$ cat src/rtl/swire_pkg.sv
package swire_pkg;

  // ----------------------------------------
  // Clock and time base
  // ----------------------------------------
  localparam int unsigned CLK_KHZ         = 40000;
  localparam int unsigned TICK_KHZ        = 1000;
  localparam int unsigned TICK_DIV        = (CLK_KHZ + TICK_KHZ / 2) / TICK_KHZ;
  localparam int unsigned DIV_W           = 6;

  // ----------------------------------------
  // Slot timing in microseconds (one tick each)
  // ----------------------------------------
  localparam int unsigned RESET_LOW_US    = 511;
  localparam int unsigned RESET_HIGH_US   = 512;
  localparam int unsigned PRES_SAMPLE_US  = 68;
  localparam int unsigned ZERO_LOW_US     = 100;
  localparam int unsigned ZERO_SLOT_US    = 117;
  localparam int unsigned SLOT_LOW_US     = 5;
  localparam int unsigned READ_SAMPLE_US  = 13;
  localparam int unsigned BIT_SLOT_US     = 117;
  localparam int unsigned US_W            = 11;

  // ----------------------------------------
  // Register map
  // ----------------------------------------
  localparam logic [11:0] CTRL_OFS        = 12'h000;
  localparam logic [11:0] STAT_OFS        = 12'h004;
  localparam logic [11:0] IRQ_STAT_OFS    = 12'h008;
  localparam logic [11:0] IRQ_MASK_OFS    = 12'h00C;
  localparam int unsigned RPR_BIT         = 0;
  localparam int unsigned W0_BIT          = 1;
  localparam int unsigned W1R_BIT         = 2;
  localparam int unsigned PST_BIT         = 0;
  localparam int unsigned RDB_BIT         = 1;
  localparam int unsigned BUSY_BIT        = 2;
  localparam int unsigned IRQ_W           = 3;
  localparam logic [IRQ_W-1:0] IRQ_RESET_DONE = 3'h1;
  localparam logic [IRQ_W-1:0] IRQ_ZERO_DONE  = 3'h2;
  localparam logic [IRQ_W-1:0] IRQ_BIT_DONE   = 3'h4;

  typedef enum logic [4:0] {
    ST_IDLE  = 5'b00001,
    ST_RLOW  = 5'b00010,
    ST_RHIGH = 5'b00100,
    ST_ZERO  = 5'b01000,
    ST_BIT   = 5'b10000
  } seq_state_t;

  typedef struct packed {
    logic        psel;
    logic        penable;
    logic        pwrite;
    logic [11:0] paddr;
    logic [31:0] pwdata;
  } apb_req_t;

  typedef struct packed {
    logic        pready;
    logic        pslverr;
    logic [31:0] prdata;
  } apb_rsp_t;

  typedef struct packed {
    seq_state_t       state;
    logic [DIV_W-1:0] div;
    logic [US_W-1:0]  us;
    logic             reset_presence_request;
    logic             write_zero_go;
    logic             write_one_read_go;
    logic             presence_status;
    logic             read_bit_status;
    logic             line_oe;
    logic [IRQ_W-1:0] irq_stat;
    logic [IRQ_W-1:0] irq_mask;
    logic [31:0]      prdata;
  } swm_state_t;

endpackage

$ cat src/rtl/single_wire_bus_master.sv
// The implementer's own choices: the APB slave port and the register offsets.
`timescale 1ns/100ps
// Behaviour
// - Reset pulse 480us or more, then presence check
// - Request bit starts reset, clears itself after
// - Presence outcome latched into presence status
// - Write-zero slot 117us, low 100us
// - Write-zero bit starts slot, self-clears
// - Write-one and read share timing
// - Write-one/read bit starts slot, self-clears
// - Read slot end loads sampled bit
// - Opening low pulse 5us, within 1-15us
// - Read sample at 13us, before 15us
// - Divide clock to about 1MHz tick
// - Divide ratio is nearest integer MHz
module single_wire_bus_master (
  // Clock and reset
  input  wire logic                 clk_i,
  input  wire logic                 rstn_i,
  // APB slave
  input  wire swire_pkg::apb_req_t  apb_i,
  output      swire_pkg::apb_rsp_t  apb_o,
  // Open-drain line
  input  wire logic                 line_i,
  output      logic                 line_o,
  output      logic                 line_oe_o,
  // Interrupt
  output      logic                 irq_o
);
  import swire_pkg::*;

  localparam logic [DIV_W-1:0] DIV_LAST   = DIV_W'(TICK_DIV - 1);
  localparam logic [US_W-1:0]  RLOW_LAST  = US_W'(RESET_LOW_US - 1);
  localparam logic [US_W-1:0]  RHIGH_LAST = US_W'(RESET_HIGH_US - 1);
  localparam logic [US_W-1:0]  PRES_AT    = US_W'(PRES_SAMPLE_US);
  localparam logic [US_W-1:0]  ZLOW_END   = US_W'(ZERO_LOW_US);
  localparam logic [US_W-1:0]  ZSLOT_LAST = US_W'(ZERO_SLOT_US - 1);
  localparam logic [US_W-1:0]  SLOW_END   = US_W'(SLOT_LOW_US);
  localparam logic [US_W-1:0]  RSAMP_AT   = US_W'(READ_SAMPLE_US);
  localparam logic [US_W-1:0]  BSLOT_LAST = US_W'(BIT_SLOT_US - 1);

  swm_state_t s_reg;
  swm_state_t s_next;
  logic       tick;
  logic       wr_en;
  logic       rd_en;
  logic       bus_idle;
  logic       pres_seen_reg;
  logic       samp_reg;
  logic       pres_seen_next;
  logic       samp_next;

  // ----------------------------------------
  // Time base
  // ----------------------------------------
  assign tick     = (s_reg.div == DIV_LAST);
  assign wr_en    = apb_i.psel && apb_i.penable && apb_i.pwrite;
  assign rd_en    = apb_i.psel && !apb_i.penable && !apb_i.pwrite;
  assign bus_idle = (s_reg.state == ST_IDLE);

  // ----------------------------------------
  // Next state
  // ----------------------------------------
  always_comb begin
    s_next         = s_reg;
    pres_seen_next = pres_seen_reg;
    samp_next      = samp_reg;
    s_next.div     = tick ? '0 : s_reg.div + 1'b1;
    if (tick && !bus_idle) begin
      s_next.us = s_reg.us + 1'b1;
    end

    case (s_reg.state)
      ST_IDLE: begin
        s_next.line_oe = 1'b0;
        s_next.us      = '0;
        if (tick) begin
          if (s_reg.reset_presence_request) begin
            s_next.state   = ST_RLOW;
            s_next.line_oe = 1'b1;
          end else if (s_reg.write_zero_go) begin
            s_next.state   = ST_ZERO;
            s_next.line_oe = 1'b1;
          end else if (s_reg.write_one_read_go) begin
            s_next.state   = ST_BIT;
            s_next.line_oe = 1'b1;
          end
        end
      end
      ST_RLOW: begin
        if (tick && s_reg.us == RLOW_LAST) begin
          s_next.state   = ST_RHIGH;
          s_next.line_oe = 1'b0;
          s_next.us      = '0;
          pres_seen_next = 1'b0;
        end
      end
      ST_RHIGH: begin
        if (tick && s_reg.us == PRES_AT - 1'b1 && !line_i) begin
          pres_seen_next = 1'b1;
        end
        if (tick && s_reg.us == RHIGH_LAST) begin
          s_next.state                  = ST_IDLE;
          s_next.presence_status        = pres_seen_reg;
          s_next.reset_presence_request = 1'b0;
          s_next.irq_stat               = s_reg.irq_stat | IRQ_RESET_DONE;
        end
      end
      ST_ZERO: begin
        if (tick && s_reg.us == ZLOW_END - 1'b1) begin
          s_next.line_oe = 1'b0;
        end
        if (tick && s_reg.us == ZSLOT_LAST) begin
          s_next.state         = ST_IDLE;
          s_next.write_zero_go = 1'b0;
          s_next.irq_stat      = s_reg.irq_stat | IRQ_ZERO_DONE;
        end
      end
      ST_BIT: begin
        if (tick && s_reg.us == SLOW_END - 1'b1) begin
          s_next.line_oe = 1'b0;
        end
        if (tick && s_reg.us == RSAMP_AT - 1'b1) begin
          samp_next = line_i;
        end
        if (tick && s_reg.us == BSLOT_LAST) begin
          s_next.state             = ST_IDLE;
          s_next.read_bit_status   = samp_reg;
          s_next.write_one_read_go = 1'b0;
          s_next.irq_stat          = s_reg.irq_stat | IRQ_BIT_DONE;
        end
      end
      default: begin
        s_next.state   = ST_IDLE;
        s_next.line_oe = 1'b0;
      end
    endcase

    // Register writes; a go bit is only taken while idle
    if (wr_en) begin
      case (apb_i.paddr)
        CTRL_OFS: begin
          if (bus_idle && !s_reg.reset_presence_request && !s_reg.write_zero_go
              && !s_reg.write_one_read_go) begin
            s_next.reset_presence_request = apb_i.pwdata[RPR_BIT];
            s_next.write_zero_go          = apb_i.pwdata[W0_BIT];
            s_next.write_one_read_go      = apb_i.pwdata[W1R_BIT];
          end
        end
        IRQ_STAT_OFS: begin
          s_next.irq_stat = s_next.irq_stat & ~(apb_i.pwdata[IRQ_W-1:0] & ~(s_next.irq_stat ^ s_reg.irq_stat));
        end
        IRQ_MASK_OFS: begin
          s_next.irq_mask = apb_i.pwdata[IRQ_W-1:0];
        end
        default: begin
        end
      endcase
    end

    // Read data captured in setup phase
    if (rd_en) begin
      case (apb_i.paddr)
        CTRL_OFS:     s_next.prdata = {29'h0, s_reg.write_one_read_go, s_reg.write_zero_go,
                                       s_reg.reset_presence_request};
        STAT_OFS:     s_next.prdata = {29'h0, !bus_idle, s_reg.read_bit_status, s_reg.presence_status};
        IRQ_STAT_OFS: s_next.prdata = {29'h0, s_reg.irq_stat};
        IRQ_MASK_OFS: s_next.prdata = {29'h0, s_reg.irq_mask};
        default:      s_next.prdata = 32'h0000_0000;
      endcase
    end
  end

  // ----------------------------------------
  // State registers
  // ----------------------------------------
  always_ff @(posedge clk_i) begin
    if (!rstn_i) begin
      s_reg.state                  <= ST_IDLE;
      s_reg.div                    <= '0;
      s_reg.us                     <= '0;
      s_reg.reset_presence_request <= 1'b0;
      s_reg.write_zero_go          <= 1'b0;
      s_reg.write_one_read_go      <= 1'b0;
      s_reg.presence_status        <= 1'b0;
      s_reg.read_bit_status        <= 1'b0;
      s_reg.line_oe                <= 1'b0;
      s_reg.irq_stat               <= '0;
      s_reg.irq_mask               <= '0;
      s_reg.prdata                 <= 32'h0000_0000;
      pres_seen_reg                <= 1'b0;
      samp_reg                     <= 1'b0;
    end else begin
      s_reg         <= s_next;
      pres_seen_reg <= pres_seen_next;
      samp_reg      <= samp_next;
    end
  end

  // ----------------------------------------
  // Outputs
  // ----------------------------------------
  assign line_o        = 1'b0;
  assign line_oe_o     = s_reg.line_oe;
  assign irq_o         = |(s_reg.irq_stat & s_reg.irq_mask);
  assign apb_o.pready  = 1'b1;
  assign apb_o.pslverr = 1'b0;
  assign apb_o.prdata  = s_reg.prdata;
endmodule

$ cat config.mk
export PLATFORM = sky130hd
export DESIGN_NAME = single_wire_bus_master
export DESIGN_NICKNAME = d
export VERILOG_FILES = /design/src/rtl/swire_pkg.sv /design/src/rtl/single_wire_bus_master.sv
export SDC_FILE = /design/constraint.sdc
export NUM_CORES = 1
export LEC_CHECK = 0
export CAP_MARGIN = 20
export CORE_MARGIN = 2
export CORE_UTILIZATION = 68
export DETAILED_ROUTE_END_ITERATION = 10
export DONT_BUFFER_PORTS = 1
export GPL_ROUTABILITY_DRIVEN = 0
export MAX_ROUTING_LAYER = met4
export PLACE_DENSITY = 0.92
export REMOVE_ABC_BUFFERS = 1
export SYNTH_ARGS = -nofsm -noshare
export SYNTH_HDL_FRONTEND = slang
export SYNTH_SLANG_ARGS = --single-unit
$ cat constraint.sdc
create_clock -name clk_i -period 5.85 [get_ports clk_i]
set_clock_uncertainty 0.1 [all_clocks]
set_input_delay 1.17 -clock clk_i [delete_from_list [all_inputs] [get_ports clk_i]]
set_output_delay 1.17 -clock clk_i [all_outputs]
set_load 0.02 [all_outputs]
==> impl_metrics.py, run 1 <==
metrics = {
    "outcome": {
        "status": "finished clean",
    },
    "power_and_ir_drop": {
        "irDropWorstVdd_mv": 0.142,
        "switching_power_mw": 0.123,
        "total_power_mw": 0.445,
        "swShare_pct": 27.7,
        "power.internal_mw": 0.322,
        "seq_power_share_pct": 61.0,
        "combPwrFrac_pct": 8.6,
        "cellPowerDensity_mw_per_mm2": 197,
        "clkPwrFrac_pct": 30.4,
        "leakagePower_nw": 0.850,
    },
    "cts": {
        "clk_path_buf_depth": 2,
        "cts_root_buf": "clkbuf_4",
        "post_cts_buffers": 0,
        "clock_latency_ns": 0.36,
        "holdBufCountCts": 0,
        "cts_tree": "done",
        "cts-resized-gates": 0,
        "clkTransAtPathRegs_ns": 0.11,
        "h-tree-depth": 2,
        "cts.sinks": 39,
        "cts_made_buffers": 5,
    },
    "setup_path": {
        "worstPathRequired_ns": 4.58,
        "r2r_cells": 6,
        "critPathMaxFanout": 4,
        "critPathKind": "reg2out",
        "crit_path_start": "s_reg[37]$_SDFF_PN0_",
        "critPathCaptureType": "output pin",
        "worstSetupStartpointType": "register",
        "arrival_ns": 1.24,
        "rr_startpoint": "s_reg[55]$_SDFF_PP0_",
    },
    "global_routing": {
        "grt-ovfl-total": 0,
        "antenna_found_initial": 0,
        "grt_max_degree": 18,
        "grt_pass1_vias": 1681,
        "grt_use_total_pct": 25.2,
        "grt_pass1_wl_mm": 7.74,
    },
    "timing": {
        "max_freq_mhz": 398,
        "hold_violations": 0,
        "fin_crit_sh_pct": 43.0,
        "setup_tns_ns": 0,
        "setup_viol": 0,
        "tightest_slew_ns": 0.652,
        "fin_crit_ns": 2.51,
        "timing.final.max_slew_violations": 0,
        "rsz0062_at_grt": "no",
        "relSlewSlack_pct": 55.9,
        "hold_ws_ns": 0.369,
    },
    "min_path": {
        "whs_path_depth": 2,
        "hp-start": "pres_seen_reg$_SDFFE_PN0P_",
        "holdCritPathClass": "reg2reg",
    },
    "detailed_routing": {
        "dr_total_vias": 1889,
        "drcViolationCount": 0,
        "vias_per_cell": 6.00,
        "drt-initial-drc-count": 82,
        "wl_per_cell_microns": 14.8,
        "routed_wl_mm": 4.67,
        "dr.pass1.iters": 5,
        "ant_nets": 0,
    },
    "finish": {
        "nets": 322,
        "largest_reg_flops": 33,
        "layout_common_cells": "dfxtp_1, nor2_1, conb_1",
        "n_antenna_cell": 0,
        "mostFrequentLayoutCell": "dfxtp_1",
        "area_delta_synth_final_pct": -3.68,
        "drive_gt1_share_pct": 7.81,
        "finalNonFillerCells": 315,
        "design_area_sq_mm": 0.00226,
    },
    "placed_design": {
        "dp_cells": 307,
        "hpwl_mm": 3.54,
        "port_buffers": 0,
        "dpl-instance-area_sq_mm": 0.00221,
    },
    "synth": {
        "synth_ff_type": "dfxtp_1",
        "synth_warnings": 0,
        "ys_ff_latch": 39,
        "syn_avg_cell_area_sq_um": 8.45,
        "syn-cell-area_sq_mm": 0.00235,
        "synthArstFlopShare_pct": 0,
        "synth_seq_area_share_pct": 33.2,
        "netlist_instances": 278,
        "synth_edf_count": 0,
        "ys_types": 58,
    },
    "die": {
        "start_util_pct": 70.4,
        "die_area_sq_mm": 0.00394,
        "core_area_sq_mm": 0.00334,
        "die_w_microns": 62.8,
        "die_h_microns": 62.8,
        "std_cell_rows": 21,
        "io_pins": 87,
    },
    "job": {
        "drv_cap": 0,
    },
}
-- stage by stage --
stage | setup WS [ns] | utilization, %
floorplan | 3.46 | -
global placement | 3.30 | 66.2
detailed placement | 3.22 | 66.2
CTS | 3.36 | 67.8
global route | 3.29 | 67.8
finish | 3.34 | 67.8
-- power groups by stage --
stage | Clock [mW] | Combinational [mW] | Sequential (mW)
floorplan | 0 | 0.0334 | 0.276
global placement | 0 | 0.0370 | 0.277
detailed placement | 0 | 0.0376 | 0.277
CTS | 0.139 | 0.0376 | 0.271
global route | 0.147 | 0.0411 | 0.272
finish | 0.135 | 0.0384 | 0.271
-- metal layers --
layer / vias up / routed length, microns / GRT usage (%)
li1: 903 / - / -
met1: 887 / 2030 / 32.5
met2: 92 / 2200 / 38.7
met3: 7 / 370 / 6.13
met4: 0 / 61 / 9.17
met5: - / 0 / -
-- area by class of cell --
type / count / area, sq um
clock buffer: 6 / 41.3
fill: 267 / 1070
multi-input combinational: 218 / 1360
inverter: 4 / 15.0
sequential: 39 / 781
clock inverter: 2 / 12.5
tap: 46 / 57.6
-- final timing paths --
check | endpoint | slack (ns)
min | pres_seen_reg$_SDFFE_PN0P_ | 0.37
min reg2reg | pres_seen_reg$_SDFFE_PN0P_ | 0.37
max | irq_o | 3.34
max reg2reg | line_oe_o$_SDFFE_PN0P_ | 3.51
-- worst max-delay path, stage by stage, from the launching register on --
cell	delay (ns)
dfxtp_1	0.36
a222oi_1	0.36
inv_1	0.18
-- cell families after synthesis --
| group | count (synthesis) | share of synthesized area [%] |
|---|---|---|
| and+or+nand+nor | 124 | 29.9 |
| buffers and inverters | 51 | 13.9 |
| DFF | 39 | 33.2 |
| AOI/OAI and AO/OA | 36 | 10.8 |
| xor gates and xnor gates | 14 | 5.22 |
| muxes | 8 | 4.53 |
| adders and majority gates | 4 | 2.13 |
| other | 2 | 0.320 |
-- synth_stat cells (all sizes together) (2+ instances only) --
| library cell | n | area (sq um) |
|---|---|---|
| a211oi | 2 | 15.0 |
| a21oi | 8 | 40.0 |
| a31o | 2 | 17.5 |
| a31oi | 3 | 18.8 |
| and3 | 3 | 18.8 |
| and3b | 3 | 26.3 |
| buf | 38 | 277 |
| clkbuf | 9 | 33.8 |
| conb | 2 | 7.51 |
| dfxtp | 39 | 781 |
| ha | 4 | 50.1 |
| inv | 4 | 15.0 |
| mux2i | 5 | 50.1 |
| mux4 | 2 | 45.0 |
| nand2 | 22 | 82.6 |
| nand2b | 2 | 12.5 |
| nand3 | 9 | 45.0 |
| nand3b | 2 | 15.0 |
| nand4 | 13 | 81.3 |
| nand4b | 2 | 17.5 |
| nor2 | 37 | 141 |
| nor2b | 4 | 25.0 |
| nor3 | 3 | 15.0 |
| nor3b | 3 | 22.5 |
| nor4 | 6 | 65.1 |
| nor4b | 3 | 32.5 |
| nor4bb | 2 | 20.0 |
| o21ai | 7 | 35.0 |
| o2bb2ai | 3 | 26.3 |
| or3 | 3 | 18.8 |
| xnor2 | 4 | 35.0 |
| xor2 | 10 | 87.6 |
Power figures use the tool's default switching activity.
==> run 2, diff against run 1 <==
Settings changed: CORE_UTILIZATION 68 to 63, PLACE_DENSITY 0.92 to 0.87.
Clock period 5.85 ns to 2.5 ns, I/O delays scaled along.
==> run 2 against run 1 <==
  * Routed wire length rose by 2.6%
  * Global-route usage shrank 0.35 points
  * Utilization down 3.8 points
  * Design area is 2.8% higher
  * Highest routed layer unchanged
==> impl_metrics.py, run 2 (synthesized netlist as in run 1, its figures left out) <==
metrics = {
    "min_path": {
        "holdCritPathClass": "in2reg",
        "whs_path_depth": 1,
        "hp-start": "rstn_i",
        "hold-path-endpoint": "s_reg[61]$_SDFFE_PN1P_",
    },
    "setup_path": {
        "r2r_cells": 5,
        "worstPathRequired_ns": 2.57,
        "worstSetupStartpointType": "register",
        "worstReg2RegEnd": "s_reg[48]$_SDFF_PN0_",
        "crit_path_start": "s_reg[58]$_SDFF_PP0_",
        "ff2ff_setup_slack_ns": 0.26,
        "critPathMaxFanout": 11,
        "arrival_ns": 2.31,
        "critPathKind": "reg2reg",
        "critPathCaptureType": "register",
        "rr_startpoint": "s_reg[58]$_SDFF_PP0_",
    },
    "cts": {
        "clock_latency_ns": 0.30,
        "cts_root_buf": "clkbuf_8",
        "cts_made_buffers": 5,
        "h-tree-depth": 2,
        "cts_tree": "done",
        "holdBufCountCts": 0,
        "post_cts_buffers": 0,
        "cts-resized-gates": 0,
        "clk_path_buf_depth": 2,
        "clkTransAtPathRegs_ns": 0.08,
        "cts.sinks": 39,
    },
    "power_and_ir_drop": {
        "switching_power_mw": 0.326,
        "power.internal_mw": 0.846,
        "clkPwrFrac_pct": 37.9,
        "seq_power_share_pct": 54.1,
        "combPwrFrac_pct": 8.0,
        "cellPowerDensity_mw_per_mm2": 504,
        "swShare_pct": 27.8,
        "irDropWorstVdd_mv": 0.440,
        "leakagePower_nw": 0.877,
    },
    "timing": {
        "hold_ws_ns": 0.188,
        "tightest_slew_ns": 0.590,
        "max_freq_mhz": 446,
        "hold_violations": 0,
        "fin_crit_ns": 2.24,
        "setup_ws_ns": 0.258,
        "setup_tns_ns": 0,
        "relSlewSlack_pct": 60.1,
        "rsz0062_at_grt": "no",
        "timing.final.max_slew_violations": 0,
        "fin_crit_sh_pct": 89.7,
        "setup_viol": 0,
    },
    "die": {
        "start_util_pct": 64.6,
        "die_h_microns": 65.1,
        "die_area_sq_mm": 0.00423,
        "core_area_sq_mm": 0.00363,
        "die_w_microns": 65.1,
        "io_pins": 87,
        "std_cell_rows": 22,
    },
    "finish": {
        "multiInputGateArea_sq_mm": 0.00136,
        "design_area_sq_mm": 0.00233,
        "drive_gt1_share_pct": 9.19,
        "mostFrequentLayoutCell": "dfxtp_1",
        "area_delta_synth_final_pct": -0.959,
        "largest_reg_flops": 33,
        "n_antenna_cell": 0,
        "fill_cells": 300,
        "final-seq-area_sq_um": 781,
        "nets": 325,
        "layout_common_cells": "dfxtp_1, nor2_1, conb_1",
    },
    "global_routing": {
        "grt_max_degree": 18,
        "antenna_found_initial": 0,
        "grt_use_total_pct": 24.9,
        "grt_pass1_vias": 1629,
        "grt_pass1_wl_mm": 7.89,
        "grt-ovfl-total": 0,
    },
    "detailed_routing": {
        "ant_nets": 0,
        "vias_per_cell": 5.91,
        "routed_wl_mm": 4.79,
        "wl_per_cell_microns": 15.0,
        "drcViolationCount": 0,
        "drt-initial-drc-count": 120,
        "dr.pass1.iters": 4,
        "dr_total_vias": 1891,
    },
    "placed_design": {
        "dp_slack_ns": 0.283,
        "dpl-instance-area_sq_mm": 0.00223,
        "hpwl_mm": 3.59,
        "port_buffers": 0,
    },
    "job": {
        "drv_cap": 0,
    },
    "outcome": {
        "status": "finished clean",
    },
}
## run 2: cell count changes in the layout (fill, tap and decap cells not counted)
cell	before	now
clkinv_2	1	0
clkbuf_8	0	5
clkbuf_1	1	0
clkbuf_4	5	0
inv_6	0	1
clkinvlp_4	1	2
buf_4	0	3
## run 2: stage by stage
| step | cells | utilization, % | power (mW) |
|---|---|---|---|
| floorplan | 261 | - | 0.725 |
| global placement | 312 | 61.5 | 0.738 |
| detailed placement | 312 | 61.5 | 0.740 |
| CTS | 320 | 64.0 | 1.17 |
| global route | 320 | 64.0 | 1.21 |
| finish | 320 | 64.0 | 1.17 |
## run 2: power by group through the flow
stage	sequential (mW)	clock [mW]	combinational (mW)
finish	0.634	0.444	0.0932
global route	0.636	0.476	0.101
CTS	0.634	0.447	0.0919
detailed placement	0.648	0	0.0912
global placement	0.648	0	0.0898
floorplan	0.647	0	0.0781
## run 2: layout make-up
| cell class | instances | area share (%) |
|---|---|---|
| sequential | 39 | 33.6 |
| tap | 48 | 2.58 |
| multi-input combinational | 218 | 58.3 |
| timing repair buffer | 3 | 0.968 |
| clock buffer | 5 | 2.96 |
| inverter | 4 | 0.646 |
| clock inverter | 3 | 1.02 |
## run 2: how the worst max path moves through the flow
stage | end | cells past startpoint
global route | s_reg[48]$_SDFF_PN0_ | 6
global placement | s_reg[54]$_SDFF_PN0_ | 5
CTS | s_reg[48]$_SDFF_PN0_ | 5
floorplan | line_oe_o$_SDFFE_PN0P_ | 6
detailed placement | s_reg[48]$_SDFF_PN0_ | 5
finish | s_reg[48]$_SDFF_PN0_ | 5
## run 2: critical path, stage by stage (launching register included)
cell and delay [ns]:
dfxtp_1 0.38, or4b_4 0.63, nor4_4 0.34, nand2_1 0.17
nand3b_1 0.38, nor2_1 0.12
## run 2: routing by layer
metal / part of all wire, % / global-route usage, %
met1: 44 / 34.5
met2: 48 / 35.7
met3: 6.8 / 5.56
met4: 1.3 / 8.85
met5: 0 / -
